==> src/core/dpio_pkg.sv <==
package dpio_pkg;
	// Register indexes; byte address = 4 * index, element in paddr[22:18]
	localparam logic [15:0] IDX_AOUT = 16'h5F50;
	localparam logic [15:0] IDX_AIN = 16'h5F52;
	localparam logic [15:0] IDX_DOUT = 16'h5F54;
	localparam logic [15:0] IDX_MASK = 16'h5F7F;
	localparam logic [15:0] IDX_DONE = 16'h5F80;
	localparam logic [15:0] IDX_LIMIT = 16'h60FD;
	localparam logic [15:0] IDX_MODE = 16'h5FB1;
	localparam logic [15:0] IDX_POS1 = 16'h5F1C;
	localparam logic [15:0] IDX_POS2 = 16'h5E95;
	localparam logic [15:0] IDX_ISTAT = 16'h5FF0;
	localparam logic [15:0] IDX_IEN = 16'h5FF1;
	localparam logic [15:0] IDX_ICLR = 16'h5FF2;
	localparam int ADDR_W = 23;
	localparam int IDX_LSB = 2;
	localparam int SUB_LSB = 18;
	localparam logic [4:0] SUB_NONE = 5'h00;
	// Analog input elements with a converter behind them
	localparam logic [4:0] SUB_SP_ONE = 5'h01;
	localparam logic [4:0] SUB_SP_TWO = 5'h02;
	// Event selection elements per trigger function
	localparam logic [4:0] SUB_MODE_MEAS = 5'h01;
	localparam logic [4:0] SUB_MODE_FAST = 5'h03;
	localparam logic [4:0] SUB_MODE_TRACE = 5'h05;
	// Reserved output elements, refused on write
	localparam logic [4:0] RSV_A_LO = 5'h04;
	localparam logic [4:0] RSV_A_HI = 5'h07;
	localparam logic [4:0] RSV_B_LO = 5'h0C;
	localparam logic [4:0] RSV_B_HI = 5'h0E;
	// Array sizes and special elements
	localparam logic [4:0] AOUT_N = 5'h04;
	localparam logic [4:0] AIN_N = 5'h0C;
	localparam logic [4:0] DOUT_N = 5'h14;
	localparam int DOUT_CNT = 20;
	localparam int CW_LO = 9;
	localparam int CW_HI = 10;
	localparam int PIN_ELEMS = 3;
	// Trigger functions: mask/status bit of each
	localparam int FN_N = 3;
	localparam int BIT_MEAS = 0;
	localparam int BIT_FAST = 2;
	localparam int BIT_TRACE = 4;
	localparam logic [15:0] MASK_RST = 16'h0000;
	// Event selection codes
	localparam logic [15:0] MODE_POS_EDGE = 16'h0000;
	localparam logic [15:0] MODE_NEG_EDGE = 16'hFFFF;
	localparam logic [15:0] MODE_POS_PULSE = 16'hFFFE;
	localparam logic [15:0] MODE_NEG_PULSE = 16'hFFFD;
	// Limit word bit positions
	localparam int LIM_NEG = 0;
	localparam int LIM_POS = 1;
	localparam int LIM_PRE = 2;

	typedef enum logic [1:0] {
		CAP_IDLE = 2'b00,
		CAP_MID = 2'b01
	} dpio_cap_t;

	// Trigger pins, one per capture function
	typedef struct packed {
		logic trace;
		logic fast;
		logic meas;
	} dpio_trig_t;

	// Limit and pre-pulse pins
	typedef struct packed {
		logic pre;
		logic pos;
		logic neg;
	} dpio_limit_t;
endpackage

==> src/core/dpio_core.sv <==
// The APB interface to the registers is this design's own decision.
`timescale 1ns/1ps
`default_nettype none
module dpio_core (
	input wire logic pclk, // APB clock
	input wire logic presetn, // Async reset, active low
	input wire logic psel, // APB select
	input wire logic penable, // APB enable
	input wire logic pwrite, // APB direction
	input wire logic [dpio_pkg::ADDR_W-1:0] paddr, // APB byte address
	input wire logic [31:0] pwdata, // APB write data
	output logic [31:0] prdata, // APB read data
	output logic pready, // APB ready
	output logic pslverr, // APB error
	output logic irq, // Capture interrupt, level
	input wire dpio_pkg::dpio_trig_t trig_pin, // Trigger pins
	input wire dpio_pkg::dpio_limit_t limit_pin, // Limit pins
	input wire logic [31:0] axis_position, // Actual position
	input wire logic [15:0] setpoint_one, // Converted setpoint 1
	input wire logic [15:0] setpoint_two, // Converted setpoint 2
	input wire logic [1:0] mon_mapped, // Monitor signal mapped
	input wire logic [15:0] mon_signal_one, // Mapped signal 1
	input wire logic [15:0] mon_signal_two, // Mapped signal 2
	input wire logic [19:0][7:0] dout_free, // Output free usable
	input wire logic [19:0][7:0] dout_signal, // Selected signals
	output logic [23:0] out_pins, // Physical outputs
	output logic [15:0] control_word, // Drive control word
	output logic [15:0] monitor_output_one, // Monitor 1 value
	output logic [15:0] monitor_output_two, // Monitor 2 value
	output logic trace_start // Trace start pulse
);
	// Bus address split: register index and array element
	// Element zero addresses a simple variable
	wire [15:0] idx = paddr[dpio_pkg::IDX_LSB +: 16];
	wire [4:0] sub = paddr[dpio_pkg::SUB_LSB +: 5];
	// Arrays are numbered from one; storage from zero
	wire [4:0] sub_m1 = sub - dpio_pkg::SUB_SP_ONE;

	// Bus phases
	// Setup cycle launches the registered answer
	wire setup = psel & ~penable;
	// Write lands only at the edge that sees ready high
	wire wr_go = psel & penable & pready & pwrite;

	// Element range checks per array
	wire in_aout = sub != dpio_pkg::SUB_NONE && sub <= dpio_pkg::AOUT_N;
	wire in_ain = sub != dpio_pkg::SUB_NONE && sub <= dpio_pkg::AIN_N;
	wire in_dout = sub != dpio_pkg::SUB_NONE && sub <= dpio_pkg::DOUT_N;
	// Reserved output elements: readable as their output state, never written
	wire rsv_a = sub >= dpio_pkg::RSV_A_LO && sub <= dpio_pkg::RSV_A_HI;
	wire rsv_b = sub >= dpio_pkg::RSV_B_LO && sub <= dpio_pkg::RSV_B_HI;
	wire dout_rsv = rsv_a || rsv_b;
	// Only the three event selection elements exist
	wire mode_meas = sub == dpio_pkg::SUB_MODE_MEAS;
	wire mode_fast = sub == dpio_pkg::SUB_MODE_FAST;
	wire mode_trace = sub == dpio_pkg::SUB_MODE_TRACE;
	wire in_mode = mode_meas || mode_fast || mode_trace;

	// Write strobes, one per writable register
	// Each needs a valid element, else the write is refused
	wire w_aout = wr_go && idx == dpio_pkg::IDX_AOUT && in_aout;
	wire w_dout = wr_go && idx == dpio_pkg::IDX_DOUT && in_dout && !dout_rsv;
	wire w_mask = wr_go && idx == dpio_pkg::IDX_MASK && sub == dpio_pkg::SUB_NONE;
	wire w_mode = wr_go && idx == dpio_pkg::IDX_MODE && in_mode;
	wire w_ien = wr_go && idx == dpio_pkg::IDX_IEN && sub == dpio_pkg::SUB_NONE;
	wire w_iclr = wr_go && idx == dpio_pkg::IDX_ICLR && sub == dpio_pkg::SUB_NONE;

	// Registers
	logic [3:0][15:0] aout;
	logic [19:0][7:0] dout_wr;
	logic [19:0][7:0] dout_state;
	logic [15:0] mask;
	logic [15:0] done;
	logic [2:0][15:0] mode;
	logic [31:0] pos_one;
	logic [31:0] pos_two;
	logic [15:0] istat;
	logic [15:0] ien;
	logic [2:0] lim_s1;
	logic [2:0] lim_s2;
	logic [2:0] trg_s1;
	logic [2:0] trg_s2;
	logic [2:0] trg_s3;
	// Per-function capture results, one bit per engine
	// Nets, since each engine drives only its own bit
	wire [2:0] lat1;
	wire [2:0] lat2;
	wire [2:0] fin;
	logic [15:0] set_bits;

	// Limit word, negative and positive inverted for openers
	wire [31:0] limit_word = {29'h0, lim_s2[dpio_pkg::LIM_PRE],
		~lim_s2[dpio_pkg::LIM_POS], ~lim_s2[dpio_pkg::LIM_NEG]};

	// Analog inputs: two converted setpoints, rest read zero
	// Elements beyond two have no converter behind them
	wire [15:0] ain_val = sub == dpio_pkg::SUB_SP_ONE ? setpoint_one :
		sub == dpio_pkg::SUB_SP_TWO ? setpoint_two : 16'h0000;

	// Event selection element to engine number
	wire [2:0] mode_sel = mode_meas ? 3'h0 : mode_fast ? 3'h1 : 3'h2;

	// Read selection and address check
	wire [31:0] rd_data =
		idx == dpio_pkg::IDX_AOUT ? {{16{aout[sub_m1[1:0]][15]}}, aout[sub_m1[1:0]]} :
		idx == dpio_pkg::IDX_AIN ? {{16{ain_val[15]}}, ain_val} :
		idx == dpio_pkg::IDX_DOUT ? {24'h0, dout_state[sub_m1]} :
		idx == dpio_pkg::IDX_MASK ? {16'h0, mask} :
		idx == dpio_pkg::IDX_DONE ? {16'h0, done} :
		idx == dpio_pkg::IDX_LIMIT ? limit_word :
		idx == dpio_pkg::IDX_MODE ? {{16{mode[mode_sel][15]}}, mode[mode_sel]} :
		idx == dpio_pkg::IDX_POS1 ? pos_one :
		idx == dpio_pkg::IDX_POS2 ? pos_two :
		idx == dpio_pkg::IDX_ISTAT ? {16'h0, istat} :
		idx == dpio_pkg::IDX_IEN ? {16'h0, ien} : 32'h0;
	wire simple = sub == dpio_pkg::SUB_NONE;
	wire ok_rd =
		idx == dpio_pkg::IDX_AOUT ? in_aout :
		idx == dpio_pkg::IDX_AIN ? in_ain :
		idx == dpio_pkg::IDX_DOUT ? in_dout :
		idx == dpio_pkg::IDX_MODE ? in_mode :
		idx == dpio_pkg::IDX_MASK || idx == dpio_pkg::IDX_DONE ? simple :
		idx == dpio_pkg::IDX_LIMIT || idx == dpio_pkg::IDX_POS1 ? simple :
		idx == dpio_pkg::IDX_POS2 || idx == dpio_pkg::IDX_ISTAT ? simple :
		idx == dpio_pkg::IDX_IEN ? simple : 1'b0;
	wire ok_wr =
		idx == dpio_pkg::IDX_AOUT ? in_aout :
		idx == dpio_pkg::IDX_DOUT ? in_dout && !dout_rsv :
		idx == dpio_pkg::IDX_MODE ? in_mode :
		idx == dpio_pkg::IDX_MASK || idx == dpio_pkg::IDX_IEN ? simple :
		idx == dpio_pkg::IDX_ICLR ? simple : 1'b0;
	wire bad = pwrite ? !ok_wr : !ok_rd;

	// APB answer: one access cycle, data and error registered in setup
	always_ff @(posedge pclk or negedge presetn) begin
		if (!presetn) begin
			pready <= 1'b0;
			prdata <= 32'h0;
			pslverr <= 1'b0;
		end else begin
			pready <= setup;
			pslverr <= setup & bad;
			prdata <= (setup && !pwrite && !bad) ? rd_data : 32'h0;
		end
	end

	// Re-arm on 0 to 1 of a mask bit clears status
	// A 1 written over a 1 does not re-arm
	wire [15:0] rearm = w_mask ? pwdata[15:0] & ~mask : 16'h0;
	// Set wins over a re-arm in the same cycle
	wire [15:0] next_done = set_bits | (done & ~rearm);

	// Interrupt status: write one to clear, set wins
	wire [15:0] iclr = w_iclr ? pwdata[15:0] : 16'h0;
	wire [15:0] next_istat = set_bits | (istat & ~iclr);
	// Enable seen as written this cycle, so irq has one lag only
	wire [15:0] next_ien = w_ien ? pwdata[15:0] : ien;
	wire next_irq = |(next_istat & next_ien);

	// Mask, status and interrupt registers
	always_ff @(posedge pclk or negedge presetn) begin
		if (!presetn) begin
			mask <= dpio_pkg::MASK_RST;
			done <= 16'h0000;
			istat <= 16'h0000;
			ien <= 16'h0000;
			irq <= 1'b0;
		end else begin
			if (w_mask) mask <= pwdata[15:0];
			done <= next_done;
			istat <= next_istat;
			ien <= next_ien;
			irq <= next_irq;
		end
	end

	// Limit synchroniser, two stages before any logic
	always_ff @(posedge pclk or negedge presetn) begin
		if (!presetn) begin
			lim_s1 <= 3'h0;
			lim_s2 <= 3'h0;
		end else begin
			lim_s1 <= limit_pin;
			lim_s2 <= lim_s1;
		end
	end

	// Trigger synchroniser plus one stage for edge detect
	// Third stage only delays; edges come from stages two and three
	always_ff @(posedge pclk or negedge presetn) begin
		if (!presetn) begin
			trg_s1 <= 3'h0;
			trg_s2 <= 3'h0;
			trg_s3 <= 3'h0;
		end else begin
			trg_s1 <= trig_pin;
			trg_s2 <= trg_s1;
			trg_s3 <= trg_s2;
		end
	end

	// One capture engine per trigger function
	// Engine k owns mask and status bit 2k
	// Pulse modes wait in the middle state for the trailing edge
	// Clearing the mask bit aborts a pulse half way
	genvar k;
	generate
		for (k = 0; k < dpio_pkg::FN_N; k++) begin : g_fn
			localparam int B = 2 * k;
			dpio_pkg::dpio_cap_t st;
			dpio_pkg::dpio_cap_t next_st;
			wire rise = trg_s2[k] & ~trg_s3[k];
			wire fall = ~trg_s2[k] & trg_s3[k];
			wire neg = mode[k] == dpio_pkg::MODE_NEG_EDGE ||
				mode[k] == dpio_pkg::MODE_NEG_PULSE;
			wire pulse = mode[k] == dpio_pkg::MODE_POS_PULSE ||
				mode[k] == dpio_pkg::MODE_NEG_PULSE;
			wire lead = neg ? fall : rise;
			wire trail = neg ? rise : fall;
			wire armed = mask[B] & ~done[B];
			wire first = st == dpio_pkg::CAP_IDLE && armed && lead;
			wire second = st == dpio_pkg::CAP_MID && armed && trail;
			assign lat1[k] = first;
			assign lat2[k] = second;
			assign fin[k] = (first && !pulse) || second;
			assign next_st = !armed ? dpio_pkg::CAP_IDLE :
				(first && pulse) ? dpio_pkg::CAP_MID :
				second ? dpio_pkg::CAP_IDLE : st;
			always_ff @(posedge pclk or negedge presetn) begin
				if (!presetn) begin
					st <= dpio_pkg::CAP_IDLE;
				end else begin
					st <= next_st;
				end
			end
		end
	endgenerate

	// Status bits set on completion
	assign set_bits = {11'h0, fin[2], 1'b0, fin[1], 1'b0, fin[0]};

	// Position latches; same edge as status for the final latch
	always_ff @(posedge pclk or negedge presetn) begin
		if (!presetn) begin
			pos_one <= 32'h0;
			pos_two <= 32'h0;
			trace_start <= 1'b0;
		end else begin
			if (lat1[0] || lat1[1]) pos_one <= axis_position;
			if (lat2[1]) pos_two <= axis_position;
			trace_start <= fin[2];
		end
	end

	// Event selection per function
	always_ff @(posedge pclk or negedge presetn) begin
		if (!presetn) begin
			mode <= {3{dpio_pkg::MODE_POS_EDGE}};
		end else if (w_mode) begin
			mode[mode_sel] <= pwdata[15:0];
		end
	end

	// Analog output words and monitor drive
	always_ff @(posedge pclk or negedge presetn) begin
		if (!presetn) begin
			aout <= '0;
			monitor_output_one <= 16'h0000;
			monitor_output_two <= 16'h0000;
		end else begin
			if (w_aout) aout[sub_m1[1:0]] <= pwdata[15:0];
			monitor_output_one <= mon_mapped[0] ? mon_signal_one : aout[0];
			monitor_output_two <= mon_mapped[1] ? mon_signal_two : aout[1];
		end
	end

	// Digital outputs: written bits only where free
	always_ff @(posedge pclk or negedge presetn) begin
		if (!presetn) begin
			dout_wr <= '0;
			dout_state <= '0;
			control_word <= 16'h0000;
			out_pins <= 24'h0;
		end else begin
			if (w_dout) dout_wr[sub_m1] <= pwdata[7:0];
			for (int i = 0; i < dpio_pkg::DOUT_CNT; i++) begin
				dout_state[i] <= (dout_free[i] & dout_wr[i]) |
					(~dout_free[i] & dout_signal[i]);
			end
			control_word <= {dout_state[dpio_pkg::CW_HI], dout_state[dpio_pkg::CW_LO]};
			out_pins <= dout_state[dpio_pkg::PIN_ELEMS-1:0];
		end
	end
endmodule
`default_nettype wire

==> config.mk <==
export PLATFORM = sky130hd
export DESIGN_NAME = dpio_core
export DESIGN_NICKNAME = d
export VERILOG_FILES = /design/src/core/dpio_pkg.sv /design/src/core/dpio_core.sv
export SDC_FILE = /design/constraint.sdc
export NUM_CORES = 1
export LEC_CHECK = 0
export ABC_AREA = 1
export BUFFER_PORTS_ARGS = -buffer_cell sky130_fd_sc_hd__buf_2
export CAP_MARGIN = 10
export CELL_PAD_IN_SITES_DETAIL_PLACEMENT = 1
export CELL_PAD_IN_SITES_GLOBAL_PLACEMENT = 1
export CORE_AREA = 2 2 336 205
export DETAILED_ROUTE_END_ITERATION = 10
export DIE_AREA = 0 0 338 207
export GPL_ROUTABILITY_DRIVEN = 0
export PLACE_DENSITY_LB_ADDON = 0.05
export SYNTH_ARGS = -nofsm -noshare
export SYNTH_HDL_FRONTEND = slang
export SYNTH_SLANG_ARGS = --single-unit
==> constraint.sdc <==
create_clock -name pclk -period 3 [get_ports pclk]
set_clock_uncertainty 0.15 [all_clocks]
set_input_delay 0.45 -clock pclk [delete_from_list [all_inputs] [get_ports pclk]]
set_output_delay 0.45 -clock pclk [all_outputs]
set_load 0.03 [all_outputs]
# [After elaboration in Yosys (flattened, before gate mapping)]
# Cells that the tools add are included.
[totals] inputBits=484 regBits=689
[classes] add_sub_neg=1 n_reduce_logical=73 n_eq_ne=31 mux=65 order_cmp=13 bitwise=115
[ops] cell="8-bit AND" count=40
[ops] cell="32-bit 2-to-1 mux" count=10
[ops] cell="16-bit 2-to-1 mux" count=13
[ops] cell="16-bit by 15-bit equality test with 1-bit output, second input constant" count=12
[ops] cell="160-bit bitwise mux" count=1
[ops] cell="8-bit NOT" count=20
[ops] cell="8-bit OR" count=20
[ops] cell="16-bit equality test, second input constant" count=9
[ops] cell="16-bit AND" count=4
[ops] cell="16-bit binary-select mux with 2-bit select" count=2
[ops] cell="64-bit bitwise mux" count=1
[ops] cell="16-bit demux with 2-bit select" count=2
[ops] cell="48-bit bitwise mux" count=1
[ops] cell="16-bit NOT" count=3
[ops] cell="1-bit logical AND" count=42
[ops] cell="8-bit binary-select mux with 5-bit select" count=1
[ops] cell="8-bit demux with 5-bit select" count=1
[ops] cell="5-bit by 16-bit OR with 16-bit output" count=2
[ops] cell="2-bit 2-to-1 mux" count=11
[ops] cell="1-bit 2-to-1 mux" count=20
[ops] cell="1-bit logical OR" count=17
[ops] cell="8-bit 2-to-1 mux" count=2
[ops] cell="16-bit OR reduction" count=1
[ops] cell="1-bit AND" count=14
[ops] cell="other kinds (20)" count=49

# [Depth between registers and ports, before layout]
[depth] word_depth=14 mapped_depth=22 mapped_depth_nobuf=17

# [Worst setup path before layout]
# No wires, ideal clock.
[synth_timing] path_kind="input to register" startpoint="input port paddr[18] in the netlist's numbering" endpoint="register irq" path_slack_ns=-0.327 setup_ns=0.124 stages=18 required_time_ns=2.726 n_path_buf=7 arrival_time_ns=3.053 path_cell_list="buf_2 -> inv_2 -> clkbuf_1 -> buf_2 -> buf_2 -> buf_2 -> ha_1 -> buf_2 -> nand3_1 -> nor2_1 -> nand3_1 -> clkbuf_1 -> o21ai_0 -> inv_1 -> a22oi_1 -> nand2_1 -> nor3_1 -> nand2_1"
[synth_between] elab_chain_cells=8
[synth_lines] element="start, declared" line="dpio_core.sv:10" rtl="input wire logic [dpio_pkg::ADDR_W-1:0] paddr,"
[synth_lines] element="5-bit logical NOT" line="dpio_core.sv:66" rtl="wire w_iclr = wr_go && idx == dpio_pkg::IDX_ICLR && sub == dpio_pkg::SUB_NONE;"
[synth_lines] element="1-bit logical AND" line="dpio_core.sv:66"
[synth_lines] element="16-bit 2-to-1 mux" line="dpio_core.sv:154" rtl="wire [15:0] iclr = w_iclr ? pwdata[15:0] : 16'h0;"
[synth_lines] element="16-bit NOT" line="dpio_core.sv:155" rtl="wire [15:0] next_istat = set_bits | (istat & ~iclr);"
[synth_lines] element="16-bit AND" line="dpio_core.sv:155"
[synth_lines] element="5-bit by 16-bit OR with 16-bit output" line="dpio_core.sv:155"
[synth_lines] element="via next_istat[5]" line="dpio_core.sv:155"
[synth_lines] element="16-bit AND" line="dpio_core.sv:158" rtl="wire next_irq = |(next_istat & next_ien);"
[synth_lines] element="16-bit OR reduction" line="dpio_core.sv:158"
[synth_lines] element="via next_irq" line="dpio_core.sv:158"
[synth_lines] element="end signal, assigned" line="dpio_core.sv:173" rtl="irq <= next_irq;"
[synth_lines] element="end, declared" line="dpio_core.sv:15" rtl="output logic irq,"
# The timed path passes the listed nets, and every way through them passes these cells.
# A chain may end at the register's enable or synchronous reset.

# [Worst setup path in the final report]
[layout_timing] startpoint="input port penable" endpoint="register dout_wr[17] in the netlist's numbering"
[layout_between] elab_chain_cells=6
[layout_lines] element="start, declared" line="dpio_core.sv:8" rtl="input wire logic penable,"
[layout_lines] element="1-bit AND (3 in series)" line="dpio_core.sv:43" rtl="wire wr_go = psel & penable & pready & pwrite;"
[layout_lines] element="1-bit logical AND (3 in series)" line="dpio_core.sv:62" rtl="wire w_dout = wr_go && idx == dpio_pkg::IDX_DOUT && in_dout && !dout_rsv;"
[layout_lines] element="end signal, assigned by index" line="dpio_core.sv:285" rtl="if (w_dout) dout_wr[sub_m1] <= pwdata[7:0];"
[layout_lines] element="end, declared" line="dpio_core.sv:70" rtl="logic [19:0][7:0] dout_wr;"
# Every way passes these cells.

==> flow_summary_export.csv <==
group,metric,value,unit
status,outcome,"completed",
cts,cts_tree,"yes",
yosys,synth_area,29800,µm²
yosys,syn_avg_cell_area,9.32,µm²
sta,period_needed,2840,ps
yosys,ys.flop_type,"dfrtp_1",
hold_path,hp-start,"pwdata[7]",
floorplan,dieArea,70000,µm²
worst_setup_path,cp-start-kind,"input port",
global_route,track_usage,0.378,
cts,cts.repair.resized,0,
sta,period_share,0.946,
yosys,synth_edf_count,0,
place,dp_slack,-131,ps
global_route,grt_pass1_wl,199000,µm
hold_path,hold_path_end,"ien[7]",
floorplan,die_w,338,µm
cts,cts_made_buffers,68,
sta,maxSlewViolCount,0,
global_route,grt_max_degree,107,
sta,fin_ws,162,ps
worst_setup_path,cp-end-kind,"flop",
place,port_buffers,573,
pwr,vdd_drop_max,0.000497,V
yosys,synth-seq-cells,686,
global_route,overflow,0,
place,place_hpwl,82100,µm
floorplan,core_area,67100,µm²
pwr,p_leak,20.1,nW
worst_setup_path,rrSetupSlack,230,ps
worst_setup_path,reg2reg_depth,9,
sta,hold_slack,23.2,ps
yosys,synth.distinct_cells,47,
layout,final_net_count,4666,
yosys,synth.yosys.seq_area_share,0.575,
layout,area_growth,36.4,%
floorplan,rows,74,
drt,drc_errors,0,
worst_setup_path,worst_ep_arrival_time,3150,ps
hold_path,min_path_cells,3,
global_route,grt_pass1_vias,32400,
cts,h-tree-depth,3,
yosys,synthArstFlopShare,1.00,
cts,cts.sinks,686,
cts,cts_buffer_depth,3,
sta,fin_setup_tns,0,ps
sta,setup_viol,0,
cts,root_buffer,"clkbuf_16",
yosys,synth.net_count,3690,
floorplan,start_util,0.445,
cts,cts.clk_slew.worst_paths,70,ps
worst_setup_path,cp.required,3310,ps
drt,drtIter0Drc,2670,
worst_setup_path,rr_endpoint,"dout_wr[17]",
drt,routed_wl,133000,µm
drt,vias,29300,
floorplan,ios,592,
drt,post_drt_via_cell_ratio,5.67,
yosys,syn_inst,3201,
drt,wl_per_cell,25.7,µm
worst_setup_path,cp_max_fo,20,
floorplan,die_h,207,µm
run,cap_violations,0,
drt,drtPass1Iterations,6,
sta,final_hold_viol_count,0,
layout,drive_above_1_share,0.253,
cts,post_cts_buffers,0,
cts,clock_latency,650,ps
pwr,p_per_area,517,nW/µm²
sta,worst_slew_pin_slew,724,ps
pwr,finalPower,21.1,mW
worst_setup_path,rr_startpoint,"pready",
drt,ant_nets,0,
hold_path,hp-class,"input port to flop",
worst_setup_path,path_class,"input port to flop",
sta,rsz0062_at_grt,"no",
sta,slew-limit-headroom,0.517,
yosys,yosysWarningCount,0,
global_route,antenna_found_initial,29,
sta,fmax,0.352,GHz
cell families (layout without fill, tap and decap cells):
kind of cell             Yosys count  after routing  synth area share
other                              0             25                 0
XOR/XNOR                           5              5           0.00298
AO/OA/AOI/OAI                    688            688             0.121
flip-flops                       686            686             0.575
adder cells (fa/ha/maj)            5              5           0.00210
buffers and inverters            381           1406            0.0501
AND/OR/NAND/NOR                 1242           1242             0.175
multiplexers                     194            194            0.0732
flip-flops by register name, summed over array words and instances, names as in the netlist, 24 cells and up:
signal      flops
out_pins       24
aout           64
mode           48
prdata         32
pos_two        32
pos_one        32
dout_wr       160
dout_state    160
worst max-delay path, cell delays in order:
cell	delay, ps
dlygate4sd3_1	520
buf_2	120
nand4_1	190
buf_4	250
inv_1	80
nand4_1	200
nor3b_4	290
buf_12	220
nand3_2	390
nand2_1	250
o21ai_0	170
placed cells by master (no fill, tap or decap), types with 8 or more instances in the layout:
cell type,n
a21oi_1,89
a31oi_1,18
buf_12,27
buf_2,571
buf_4,99
clkbuf_1,12
clkbuf_16,71
clkbuf_8,12
clkinv_2,9
dfrtp_1,686
diode_2,25
dlygate4sd3_1,394
inv_1,184
inv_2,8
mux2_2,194
nand2_1,823
nand3_1,152
nand3_2,16
nand4_1,25
nor2_1,175
nor3_1,9
o21ai_0,448
o21ai_1,81
o22ai_1,9
o31ai_1,16
or2_2,10
cell usage after synthesis (2+ instances only):
library cell,number,area share
o31ai_1,16,0.0040
nand4_1,25,0.0052
clkbuf_1,135,0.017
dfrtp_1,686,0.58
o21ai_1,81,0.014
buf_4,4,0.0010
a31oi_1,18,0.0038
o211ai_1,5,0.0013
o21a_1,2,0.00050
inv_1,187,0.024
o21ai_0,448,0.075
buf_2,39,0.0065
buf_1,8,0.0010
nand2_1,824,0.10
a32o_1,7,0.0023
nor2_2,6,0.0013
a21oi_1,89,0.015
nor2_4,6,0.0023
or2_2,10,0.0021
o221ai_1,6,0.0018
nor3_1,9,0.0015
xor2_1,2,0.00059
nor2_1,176,0.022
nand2_2,3,0.00063
nand3_1,153,0.026
o22ai_1,9,0.0019
nand3_2,15,0.0050
nand3b_1,2,0.00050
nand4_2,7,0.0029
ha_1,5,0.0021
inv_2,8,0.0010
mux2_2,194,0.073
nand3_4,2,0.0012
area by class of cell:
cell class,instances,area (µm²)
Antenna cell,25,62.6
Timing Repair Buffer,1092,8100
Inverter,195,734
Tap cell,912,1140
Fill cell,7622,26400
Clock buffer,95,1990
Clock inverter,24,310
Sequential cell,686,17200
Multi-Input combinational cell,2134,11200
worst max-delay path by stage:
stage,start,slack (ps),to
detailed placement,paddr[19],-130,prdata[5]
global route,penable,150,dout_wr[17]
global placement,paddr[19],-70,prdata[6]
finish,penable,160,dout_wr[17]
floorplan,paddr[18],-5,irq
CTS,penable,410,dout_wr[115]
report_power, final:
group,total (mW),internal [mW],switching (mW)
combinational,2.34,0.976,1.37
clock,9.18,5.18,4.00
sequential,9.53,9.44,0.0937
total,21.1,15.6,5.47
metrics by stage:
stage | std cells | area [µm²] | utilization
5_1_grt | 5160 | 40700 | 0.606
4_1_cts | 5138 | 40700 | 0.606
2_1_floorplan | 3201 | 29900 | -
3_5_place_dp | 4625 | 34400 | 0.513
6_report | 5163 | 40700 | 0.607
3_3_place_gp | 4625 | 34400 | 0.513
per-layer routing:
layer,GRT usage,wire length [µm]
met2,0.608,63300
met4,0.186,6620
met5,0,44
met3,0.0755,9680
met1,0.489,53100
repair_timing:
| action | CTS | global route |
|---|---|---|
| endpoints found under the hold margin | 296 | 0 |
| setup endpoints to repair | 0 | 0 |
| hold buffers | 394 | 0 |
Power figures use the tool's default switching activity.
